File: src/verilog/ccr_defs.svh
// constants for the conversion configuration register block
`ifndef CCR_DEFS_SVH
`define CCR_DEFS_SVH
`define CCR_CFG_ADDR 8'h0a
`define CCR_CFG_RESET 8'ha0
`define CCR_VTF_HI 7
`define CCR_VTF_LO 6
`define CCR_CAPF_HI 5
`define CCR_CAPF_LO 3
`define CCR_MODE_HI 2
`define CCR_MODE_LO 0
// conversion times in units of 0.1 ms
`define CCR_VT_T0 12'd201
`define CCR_VT_T1 12'd321
`define CCR_VT_T2 12'd621
`define CCR_VT_T3 12'd1221
`define CCR_CAP_T0 12'd110
`define CCR_CAP_T1 12'd119
`define CCR_CAP_T2 12'd200
`define CCR_CAP_T3 12'd380
`define CCR_CAP_T4 12'd620
// 0.1 ms at 50 MHz (20 ns period)
`define CCR_CLK_NS 20
`define CCR_TICK_NS 100000
`define CCR_TICK_CYC (`CCR_TICK_NS / `CCR_CLK_NS)
`endif

File: src/verilog/ccr_pkg.sv
// types for the conversion configuration register block
`default_nettype none
package ccr_pkg;
  typedef enum logic [2:0] {
    CCR_MD_IDLE = 3'h0,
    CCR_MD_CONT = 3'h1,
    CCR_MD_SINGLE = 3'h2,
    CCR_MD_PDOWN = 3'h3,
    CCR_MD_UNUSED = 3'h4,
    CCR_MD_OFFCAL = 3'h5,
    CCR_MD_GAINCAL = 3'h6,
    CCR_MD_RSVD = 3'h7
  } ccr_mode_t;
  typedef struct packed {
    logic [1:0] vt_filter_sel;
    logic [2:0] cap_filter_sel;
    ccr_mode_t conv_mode_sel;
  } ccr_cfg_t;
  typedef struct packed {
    logic wr_en;
    logic [7:0] addr;
    logic [7:0] wdata;
  } ccr_wr_t;
endpackage
`default_nettype wire

File: src/verilog/ccr_timer.sv
// down counter of 0.1 ms ticks, reloaded on start
`timescale 1ns/10ps
`default_nettype none
module ccr_timer #(
  parameter int W = 13
) (
  // clock and reset
  input wire logic mclk,
  input wire logic rst,
  // control
  input wire logic tick,
  input wire logic start,
  input wire logic [W-1:0] load,
  // status
  output logic busy,
  output logic done
);
  logic [W-1:0] cnt_r;
  // counts ticks; done pulses as the count runs out
  always_ff @(posedge mclk) begin
    if (rst) begin
      cnt_r <= '0;
      busy <= 1'b0;
      done <= 1'b0;
    end else begin
      done <= 1'b0;
      if (start) begin
        cnt_r <= load;
        busy <= 1'b1;
      end else if (busy && tick) begin
        if (cnt_r <= W'(1)) begin
          busy <= 1'b0;
          done <= 1'b1;
        end
        cnt_r <= cnt_r - W'(1);
      end
    end
  end
endmodule
`default_nettype wire

File: src/verilog/ccr_top.sv
// conversion configuration register and conversion sequencer
//
// Notes on behaviour
// the configuration register sits at pointer 0x0a and resets to 0xa0.
// bits 7:6 pick the vt filter, bits 5:3 the cap filter, bits 2:0 the mode.
// vt codes 00..11 give 20.1, 32.1, 62.1 and 122.1 ms with vt chopping on.
// cap codes 000..100 give 11.0, 11.9, 20.0, 38.0 and 62.0 ms without cap chopping.
// these times hold with clock halving off and are doubled with it on.
// clock halving halves the excitation and modulator clock rates; only mod_clk_en is halved here, no excitation clock is made.
// modes are idle, continuous, single, power-down, offset cal and gain cal; 100 unused.
// each period is counted from a reload of the current selectors at its start.
`timescale 1ns/10ps
`default_nettype none
`include "ccr_defs.svh"
module ccr_top #(
  parameter int TICK_CYC = `CCR_TICK_CYC
) (
  // clock and reset
  input wire logic mclk,
  input wire logic rst,
  // register access from the serial interface
  input wire ccr_pkg::ccr_wr_t wr,
  input wire logic [7:0] rd_addr,
  output logic [7:0] rd_data,
  // settings from the excitation register
  input wire logic clock_halving_ctrl,
  input wire logic vt_chop_enable,
  input wire logic enable_a,
  // converter control
  output logic mod_clk_en,
  output logic vt_busy,
  output logic cap_busy,
  output logic conv_done,
  output logic powered_down,
  output logic cal_active,
  output ccr_pkg::ccr_cfg_t cfg_out
);
  import ccr_pkg::*;

  // ----------------------------------------
  // register
  // ----------------------------------------
  ccr_cfg_t cfg_r;
  ccr_cfg_t cfg_idle;
  logic mode_clr;
  wire sel_cfg = wr.wr_en && (wr.addr == `CCR_CFG_ADDR);
  // same filters with the mode field back at idle
  assign cfg_idle = '{vt_filter_sel: cfg_r.vt_filter_sel,
                      cap_filter_sel: cfg_r.cap_filter_sel,
                      conv_mode_sel: CCR_MD_IDLE};
  // holds filter and mode fields; a one-shot run clears its own mode,
  // otherwise a single conversion would quietly restart forever
  always_ff @(posedge mclk) begin
    if (rst) begin
      cfg_r <= ccr_cfg_t'(`CCR_CFG_RESET);
    end else if (sel_cfg) begin
      cfg_r <= ccr_cfg_t'(wr.wdata);
    end else if (mode_clr) begin
      cfg_r <= cfg_idle;
    end
  end
  wire [7:0] rd_nxt = (rd_addr == `CCR_CFG_ADDR) ? 8'(cfg_r) : 8'h00;
  // read data registered for a flop-driven output
  always_ff @(posedge mclk) begin
    if (rst) begin
      rd_data <= 8'h00;
    end else begin
      rd_data <= rd_nxt;
    end
  end

  // ----------------------------------------
  // time base
  // ----------------------------------------
  logic [16:0] div_r;
  logic half_r;
  wire div_end = (div_r == 17'(TICK_CYC - 1));
  wire tick = div_end && (!clock_halving_ctrl || half_r);
  // 0.1 ms tick, slowed by two when halving is on
  always_ff @(posedge mclk) begin
    if (rst) begin
      div_r <= 17'h00000;
      half_r <= 1'b0;
    end else begin
      div_r <= div_end ? 17'h00000 : div_r + 17'h00001;
      if (div_end) begin
        half_r <= ~half_r;
      end
    end
  end
  logic mclk_tog_r;
  // modulator clock enable toggles at half rate under halving
  always_ff @(posedge mclk) begin
    if (rst) begin
      mclk_tog_r <= 1'b0;
      mod_clk_en <= 1'b0;
    end else begin
      mclk_tog_r <= ~mclk_tog_r;
      mod_clk_en <= !clock_halving_ctrl || mclk_tog_r;
    end
  end

  // ----------------------------------------
  // conversion time lookup
  // ----------------------------------------
  logic [12:0] vt_load;
  logic [12:0] cap_load;
  logic [11:0] vt_base;
  logic [11:0] cap_base;
  // vt time assumes chopping on; cap time assumes chopping off
  always_comb begin
    case (cfg_r.vt_filter_sel)
      2'h0: vt_base = `CCR_VT_T0;
      2'h1: vt_base = `CCR_VT_T1;
      2'h2: vt_base = `CCR_VT_T2;
      default: vt_base = `CCR_VT_T3;
    endcase
    case (cfg_r.cap_filter_sel)
      3'h0: cap_base = `CCR_CAP_T0;
      3'h1: cap_base = `CCR_CAP_T1;
      3'h2: cap_base = `CCR_CAP_T2;
      3'h3: cap_base = `CCR_CAP_T3;
      default: cap_base = `CCR_CAP_T4; // codes above 100 not covered here
    endcase
    vt_load = {1'b0, vt_base};
    cap_load = {1'b0, cap_base};
  end
  wire chop_ok = vt_chop_enable && !enable_a; // tabled times valid only here

  // ----------------------------------------
  // sequencer
  // ----------------------------------------
  typedef enum logic [2:0] {S_IDLE, S_CAP, S_VT, S_PDOWN} ccr_seq_t;
  ccr_seq_t st_r;
  ccr_seq_t st_nxt;
  ccr_mode_t md;
  logic cap_start;
  logic vt_start;
  wire cap_done;
  wire vt_done;
  wire cap_run;
  wire vt_run;
  assign md = cfg_r.conv_mode_sel;
  wire md_conv = (md == CCR_MD_CONT) || (md == CCR_MD_SINGLE) ||
                 (md == CCR_MD_OFFCAL) || (md == CCR_MD_GAINCAL);
  // picks the next phase; selectors are latched only at a start
  always_comb begin
    st_nxt = st_r;
    cap_start = 1'b0;
    vt_start = 1'b0;
    case (st_r)
      S_IDLE: begin
        if (md == CCR_MD_PDOWN) begin
          st_nxt = S_PDOWN;
        end else if (md_conv) begin
          st_nxt = S_CAP;
          cap_start = 1'b1;
        end
      end
      S_CAP: begin
        if (cap_done) begin
          st_nxt = S_VT;
          vt_start = 1'b1;
        end
      end
      S_VT: begin
        if (vt_done) begin
          st_nxt = S_IDLE;
        end
      end
      S_PDOWN: begin
        if (md != CCR_MD_PDOWN) begin
          st_nxt = S_IDLE;
        end
      end
      default: st_nxt = S_IDLE;
    endcase
  end
  // a finished single or calibration run falls back to idle mode
  wire one_shot = (md != CCR_MD_CONT);
  always_ff @(posedge mclk) begin
    if (rst) begin
      st_r <= S_IDLE;
    end else begin
      st_r <= st_nxt;
    end
  end
  assign mode_clr = vt_done && one_shot && !sel_cfg; // host write wins
  logic [2:0] md_hold;
  assign md_hold = 3'(md);
  // ----------------------------------------
  // timers
  // ----------------------------------------
  ccr_timer #(.W(13)) u_cap (
    .mclk(mclk), .rst(rst), .tick(tick), .start(cap_start),
    .load(cap_load), .busy(cap_run), .done(cap_done)
  );
  ccr_timer #(.W(13)) u_vt (
    .mclk(mclk), .rst(rst), .tick(tick), .start(vt_start),
    .load(vt_load), .busy(vt_run), .done(vt_done)
  );

  // ----------------------------------------
  // status outputs
  // ----------------------------------------
  always_ff @(posedge mclk) begin
    if (rst) begin
      vt_busy <= 1'b0;
      cap_busy <= 1'b0;
      conv_done <= 1'b0;
      powered_down <= 1'b0;
      cal_active <= 1'b0;
      cfg_out <= ccr_cfg_t'(`CCR_CFG_RESET);
    end else begin
      vt_busy <= vt_run;
      cap_busy <= cap_run;
      conv_done <= vt_done && chop_ok;
      powered_down <= (st_r == S_PDOWN);
      cal_active <= md_hold[2] && (st_r != S_IDLE);
      cfg_out <= mode_clr ? cfg_idle : cfg_r;
    end
  end
endmodule
`default_nettype wire

File: config.mk
export PLATFORM = sky130hd
export DESIGN_NAME = ccr_top
export DESIGN_NICKNAME = d
export VERILOG_FILES = /design/src/verilog/ccr_pkg.sv /design/src/verilog/ccr_timer.sv /design/src/verilog/ccr_top.sv
export VERILOG_INCLUDE_DIRS = /design/src /design/src/verilog
export SDC_FILE = /design/constraint.sdc
export NUM_CORES = 1
export LEC_CHECK = 0
export BUFFER_PORTS_ARGS = -buffer_cell sky130_fd_sc_hd__clkbuf_2
export CAP_MARGIN = 5
export CORE_UTILIZATION = 50
export CTS_CLUSTER_DIAMETER = 80
export CTS_CLUSTER_SIZE = 25
export DETAILED_ROUTE_END_ITERATION = 12
export PLACE_DENSITY = 0.74
export SYNTH_ARGS = -nofsm -noshare
export SYNTH_HDL_FRONTEND = slang
export SYNTH_SLANG_ARGS = --single-unit
File: constraint.sdc
create_clock -name mclk -period 1.9 [get_ports mclk]
set_clock_uncertainty 0.15 [all_clocks]
set_input_delay 0.38 -clock mclk [delete_from_list [all_inputs] [get_ports mclk]]
set_output_delay 0.38 -clock mclk [all_outputs]
set_load 0.05 [all_outputs]
==> results by group, run 1 <==
Outcome
  • Status: finished, violations left
  • Failing checks: setup timing

Setup path
  • Crit end category: flop
  • Worst-path fanout max: 4
  • Worst setup path category: flop to flop
  • CP Data Arrival Time: 2300 ps
  • CP startpoint kind: flop
  • Req. time, crit path: 2000 ps

Logic synthesis
  • Register bit total from synthesis: 81
  • Xor and xnor fraction of the mapped netlist area: 2.79%
  • Most used DFF post-synth: dfxtp_1
  • Top cells by count, synth: dfxtp_1 (81), nor2_1 (38), nand2_1 (21), clkbuf_1 (18), inv_1 (18)
  • Cell taking the most area after synthesis: dfxtp_1
  • Mux contribution to synthesized area: 2.92%
  • Largest family of logic cells by synthesized area: simple AND/OR/NAND/NOR gates
  • Mapped Avg Cell Area: 8.85 sq um
  • Sequential fraction of the synthesis area: 43.0%
  • Most common cell in the netlist: dfxtp_1
  • Largest cells by area after synthesis: dfxtp_1 (43%), nor2_1 (3.8%), ha_1 (3.6%)
  • Synth top area share: 43.0%
  • Post-synthesis cell type count: 56
  • Number of flops mapped to enable cells by yosys: 0
  • Synth Area in Compound Gates: 13.8%
  • Yosys warnings: 0
  • Post-Synth Adder-Cell Area: 3.65%
  • Async SR Flop Fraction: 0%
  • Post-synthesis simple-gate area fraction: 30.0%
  • Post-Syn Nets: 467
  • Cell count after synthesis: 426
  • Synthesized cell area: 0.00377 sq mm

STA
  • RSZ-0062 raised after global routing: true
  • Worst Slack Setup Final: -300 ps
  • Rel. slew slack: 59.6%
  • Peak Freq: 455 MHz
  • Fin crit period: 2200 ps
  • Final period util: 116%
  • Fin. Hold Viols: 0
  • Slew Limit Fails: 0
  • Setup violators final: 16
  • Slew @ Worst Pin: 600 ps

GRT
  • GRT Util Overall: 27.6%
  • Gr ovfl total: 0
  • Largest net degree at the start of global routing: 22
  • First-pass GRT wire length: 16.6 mm
  • Antenna violations before repair: 0
  • Vias in the first global route: 3568

Power and ir drop
  • Max VDD drop: 0.405 mV
  • Power Dens Cells: 573 mW/mm^2
  • P_leak: 2.32 nW

Finish
  • Diodes inserted: 0
  • Share of cells above drive strength 1: 41.7%
  • Multi-input gate area: 0.00237 sq mm
  • Area Overhead vs Synth: 46.9%
  • Storage cell area: 0.00165 sq mm
  • Final #Nets: 612
  • Post-Layout Cell Count: 675
  • Fillcell total: 468
  • Design Area, Final: 0.00554 sq mm

Detailed routing
  • Starting DRC count in detailed routing: 506
  • WL final: 12.4 mm
  • DRC viols: 0
  • Wire length per cell: 18.4 um
  • Pre-antenna DRT Iters: 5
  • Vias/cell: 6.09
  • Post-detailed-route count of antenna-violating nets: 0
  • Via count: 4114

Clock network
  • Root Buffer: clkbuf_8
  • CTS tree: built
  • H-tree depth: 3
  • Num CTS Buffers: 9
  • Hold buffer count at CTS: 0
  • Worst-path clk slew: 100 ps
  • CTS sink count: 81
  • Clock Tree Buf Depth: 2
  • Clock latency on the worst-skew pair: 370 ps

Place
  • Port buffer count: 51
  • Dpl cells: 632
  • DP HPWL: 7.08 mm
  • Dpl cell area: 0.00472 sq mm
  • Routability Congestion: 0.867
  • Place WS: -274 ps

Job
  • Max_cap viols: 0

Floorplan
  • DIE AREA: 0.00789 sq mm
  • Io pins: 52
  • Num rows: 31
  • Die H: 88.8 um
  • Initial core utilization: 52.0%
  • Die width: 88.8 um
  • Core Footprint: 0.00725 sq mm

Min path
  • Min-Delay Path Class: primary input to flop
-- per-layer routing --
metal / vias to the layer above / wire, um / track usage (%)
met5: - / 0 / 0
met4: 0 / 518 / 12.3
met3: 59 / 1010 / 4.57
met2: 268 / 5950 / 46.8
met1: 1917 / 4940 / 34.5
li1: 1870 / - / -
-- kinds of logic (layout without fill, tap and decap cells) --
logic type,Yosys count,after routing
buf+inv,39,188
simple gates,196,197
xor+xnor,12,12
fa+ha+maj,11,11
compound gates,76,76
flops,81,81
mux,11,11
-- flip-flops by register name, summed over array words and instances, names as in the netlist --
name / cells
div_r: 17
u_cap.cnt_r: 13
u_vt.cnt_r: 13
cfg_out: 8
rd_data: 8
cfg_idle: 5
md: 3
st_r: 2
cal_active: 1
cap_busy: 1
conv_done: 1
half_r: 1
mclk_tog_r: 1
mod_clk_en: 1
powered_down: 1
u_cap.busy: 1
u_cap.done: 1
u_vt.busy: 1
u_vt.done: 1
vt_busy: 1
-- cell type report --
type,count,area share (%)
sequential,81,29.7
tap,99,2.24
multi-input combinational,307,42.7
inverter,18,1.22
timing repair buffer,154,20.5
clock inverter,7,1.42
clock buffer,9,2.24
-- report_power, final --
group / internal [mW] / total (mW) / switching [mW]
Combinational: 0.0683 / 0.143 / 0.0745
Sequential: 1.70 / 1.71 / 0.00803
Clock: 0.618 / 1.32 / 0.703
-- worst max-delay path: stages, from the launching register on --
cell      delay [ps]
dfxtp_2          340
or4_4            560
or3_4            390
buf_6            140
o31ai_1          400
a21boi_2          90
-- path summary, 6_finish.rpt --
path                  start         endpoint  slack [ps]  depth (start not counted)
max          u_cap.cnt_r[4]  u_cap.cnt_r[12]        -300                          5
min                enable_a        conv_done          30                          2
max reg2reg  u_cap.cnt_r[4]  u_cap.cnt_r[12]        -300                          5
min reg2reg      mclk_tog_r       mclk_tog_r         260                          1
-- stage by stage --
stage	setup TNS, ps	total power [mW]	util, %	hold slack (ps)
finish	-1890	3.17	76.4	25.7
global route	-3120	3.27	76.4	29.9
CTS	-851	3.16	71.6	25.6
detailed placement	-1780	1.87	65.1	246
global placement	-988	1.87	65.1	244
floorplan	-673	1.81	-	236
-- layout by cell type (no fill, tap or decap), types with 11 or more instances in the layout --
cell,n
dfxtp_1,68
mux2i_1,11
buf_4,84
nor2_1,37
nand4_1,13
buf_6,15
inv_1,14
and2_1,11
a21oi_1,14
nand3_1,12
clkbuf_2,51
o21ai_0,11
nand2_1,21
-- what timing repair did --
| action | 4_1_cts | 5_1_grt |
|---|---|---|
| gates resized for setup | 41 | 53 |
| setup endpoints to repair | 22 | 41 |
| hold endpoints to repair | 0 | 0 |
| gates cloned | 2 | 2 |
| setup buffers | 12 | 13 |
| pin swaps | 30 | 38 |
Power figures use the tool's default switching activity.
==> run 2, diff against run 1 <==
- ABC_AREA: not set -> 1
- PLACE_DENSITY: 0.74 -> 0.73
- SLEW_MARGIN: not set -> 20
==> run 2 against run 1 <==
The flow now finishes without violations. Non-clock buffer count is 86 lower. Combinational power grew 29%. Area after synthesis increased by 9.7%. Wire length decreased by 23%. Clock-buffer cell count unchanged. Critical path depth up 5. Critical endpoint is now u_cap.cnt_r[10].
==> results by group, run 2 <==
Place
  • DP HPWL: 7.05 mm
  • Routability Congestion: 0.924
  • Dpl cell area: 0.00454 sq mm
  • Dpl cells: 756
  • Port buffer count: 51

Finish
  • Largest reg by FF count: div_r
  • Core Util, Final: 61.5%
  • Design Area, Final: 0.00483 sq mm
  • Share of cells above drive strength 1: 18.3%
  • Final #Nets: 715
  • Post-Layout Cell Count: 781
  • Most common cell after layout, fill and taps aside: nand2_1
  • Registers with the most flip-flops: div_r (17), u_cap.cnt_r (13), u_vt.cnt_r (13)
  • Diodes inserted: 0
  • Max reg flops: 17
  • Most frequent cells in the layout: nand2_1 (122), nor2_1 (108), dfxtp_1 (80)
  • Area Overhead vs Synth: 16.8%

Detailed routing
  • Post-detailed-route count of antenna-violating nets: 0
  • Met3 wire length: 456 um
  • Metal-1 WL: 4.27 mm
  • Starting DRC count in detailed routing: 142
  • Vias/cell: 5.10
  • DRC viols: 0
  • Highest metal used: met4
  • Wire length per cell: 12.2 um
  • WL final: 9.56 mm
  • Met2 wire length: 4.66 mm
  • Via count: 3982
  • Pre-antenna DRT Iters: 5

Clock network
  • Root Buffer: clkbuf_8
  • Clock Tree Buf Depth: 2
  • CTS tree: built
  • Worst-path clk slew: 90 ps
  • Clock latency on the worst-skew pair: 360 ps
  • H-tree depth: 3
  • Num CTS Buffers: 9
  • CTS sink count: 81

STA
  • Slew @ Worst Pin: 427 ps
  • Fin. Hold Viols: 0
  • Setup TNS: 0 ps
  • Rel. slew slack: 71.3%
  • Peak Freq: 559 MHz
  • Fin crit period: 1790 ps
  • Setup violators final: 0
  • Slew Limit Fails: 0
  • Final period util: 94.1%

Logic synthesis
  • Post-synthesis cell type count: 40
  • Register bit total from synthesis: 81
  • Cell count after synthesis: 604
  • Yosys warnings: 0
  • Post-Syn Nets: 645
  • Largest cells by area after synthesis: dfxtp_1 (39%), nand2_1 (11%), nor2_1 (9.8%)
  • Mapped Avg Cell Area: 6.85 sq um
  • Cell taking the most area after synthesis: dfxtp_1
  • Sequential fraction of the synthesis area: 39.2%
  • Most common cell in the netlist: nand2_1
  • Top cells by count, synth: nand2_1 (122), nor2_1 (108), dfxtp_1 (81), inv_1 (73), nand3_1 (45)
  • Async SR Flop Fraction: 0%
  • Number of flops mapped to enable cells by yosys: 0
  • Synthesized cell area: 0.00414 sq mm
  • Most used DFF post-synth: dfxtp_1
  • Synth top area share: 39.2%

GRT
  • Vias in the first global route: 3803
  • Gr ovfl total: 0
  • Antenna violations before repair: 0
  • First-pass GRT wire length: 16.2 mm
  • GRT Util Overall: 23.3%
  • Largest net degree at the start of global routing: 23

Min path
  • Worst hold start: enable_a
  • Min-Delay Path Class: primary input to flop
  • End of the worst hold path: conv_done
  • Hold path depth: 2

Setup path
  • Worst-path fanout max: 6
  • FF-to-FF Start: div_r[0]
  • Crit end category: flop
  • R2r setup slk: 110 ps
  • Crit. Startpoint: div_r[0]
  • Worst setup path category: flop to flop
  • R2R Path End: u_cap.cnt_r[10]
  • CP startpoint kind: flop
  • R2R cell count: 10
  • CP Data Arrival Time: 1880 ps
  • Req. time, crit path: 2000 ps

Power and ir drop
  • Int Power: 2.41 mW
  • Clk pwr share: 40.8%
  • Switching Fraction: 25.4%
  • P_leak: 2.26 nW
  • Max VDD drop: 0.400 mV
  • NetSw: 0.820 mW
  • Reg power frac: 53.5%
  • Power share of the combinational group: 5.7%
  • Power Dens Cells: 668 mW/mm^2

Job
  • Max_cap viols: 0

Floorplan
  • Core Footprint: 0.00785 sq mm
  • Die H: 93.0 um
  • Num rows: 32
  • Initial core utilization: 52.7%
  • Die width: 93.0 um
  • DIE AREA: 0.00864 sq mm
  • Io pins: 52

Outcome
  • Status: complete, no violations
-- run 2: cell types whose count changed in the layout (fill, tap and decap cells not counted), sizes merged, moves of 16 or more --
cell   change
inv       +62
nand2    +110
buf       -85
nor2      +78
nand3     +36
o21ai     +25
a21oi     +19
or4       -16
-- run 2: what timing repair did --
action	in CTS	in global routing
setup buffers	0	9
gates resized for setup	0	7
hold endpoints to repair	0	0
setup endpoints to repair	0	11
hold buffers	0	0
-- run 2: critical path, cell delays in order (launching register included) --
cell     delay [ps]
dfxtp_2         340
ha_1            180
nand2_1          80
inv_2           110
nand2_4          80
nor2_8          110
nand4_4         170
buf_4           200
buf_4           130
nand3_1          80
a21oi_2          60
-- run 2: per-stage QoR --
step	total power, mW	hold WS [ps]	worst slack [ps]
2_1_floorplan	1.88	236	236
3_3_place_gp	1.94	245	183
3_5_place_dp	1.95	251	97.7
4_1_cts	3.24	7.33	82.9
5_1_grt	3.34	22.9	-1.62
6_report	3.23	15.0	112
-- run 2: cells by family after synthesis --
| group | synth area share (%) |
|---|---|
| buffers and inverters | 8.62 |
| and+or+nand+nor | 37.4 |
| adders and majority gates | 3.33 |
| xor gates and xnor gates | 1.69 |
| AOI/OAI and AO/OA | 9.80 |
| DFF | 39.2 |
-- run 2: power groups by stage --
stage,logic (mW),clock network (mW),registers (mW)
after floorplan,0.112,0,1.77
final,0.185,1.32,1.73
after global routing,0.208,1.40,1.73
after global placement,0.179,0,1.76
after CTS,0.184,1.33,1.73
after detailed placement,0.182,0,1.77
-- run 2: how the worst max path moves through the flow --
stage / depth (start not counted) / end / slack, ps
finish: 10 / u_cap.cnt_r[10] / 110
CTS: 10 / u_cap.cnt_r[5] / 80
global placement: 10 / u_cap.cnt_r[5] / 180
detailed placement: 10 / u_cap.cnt_r[5] / 100
floorplan: 9 / u_cap.cnt_r[2] / 240
global route: 10 / u_cap.cnt_r[9] / -2
-- run 2: final cells by class --
| class | instances | area (sq um) |
|---|---|---|
| fill | 744 | 3020 |
| multi-input combinational | 432 | 2170 |
| sequential | 81 | 1620 |
| timing repair buffer | 68 | 395 |
| inverter | 82 | 312 |
| tap | 102 | 128 |
| clock buffer | 9 | 124 |
| clock inverter | 7 | 77.6 |
-- run 2: metal layers --
layer	up-vias	global-route usage, %
met5	-	0
met4	0	9.74
met3	15	3.45
met2	108	40.9
met1	1796	28.4
li1	2063	-
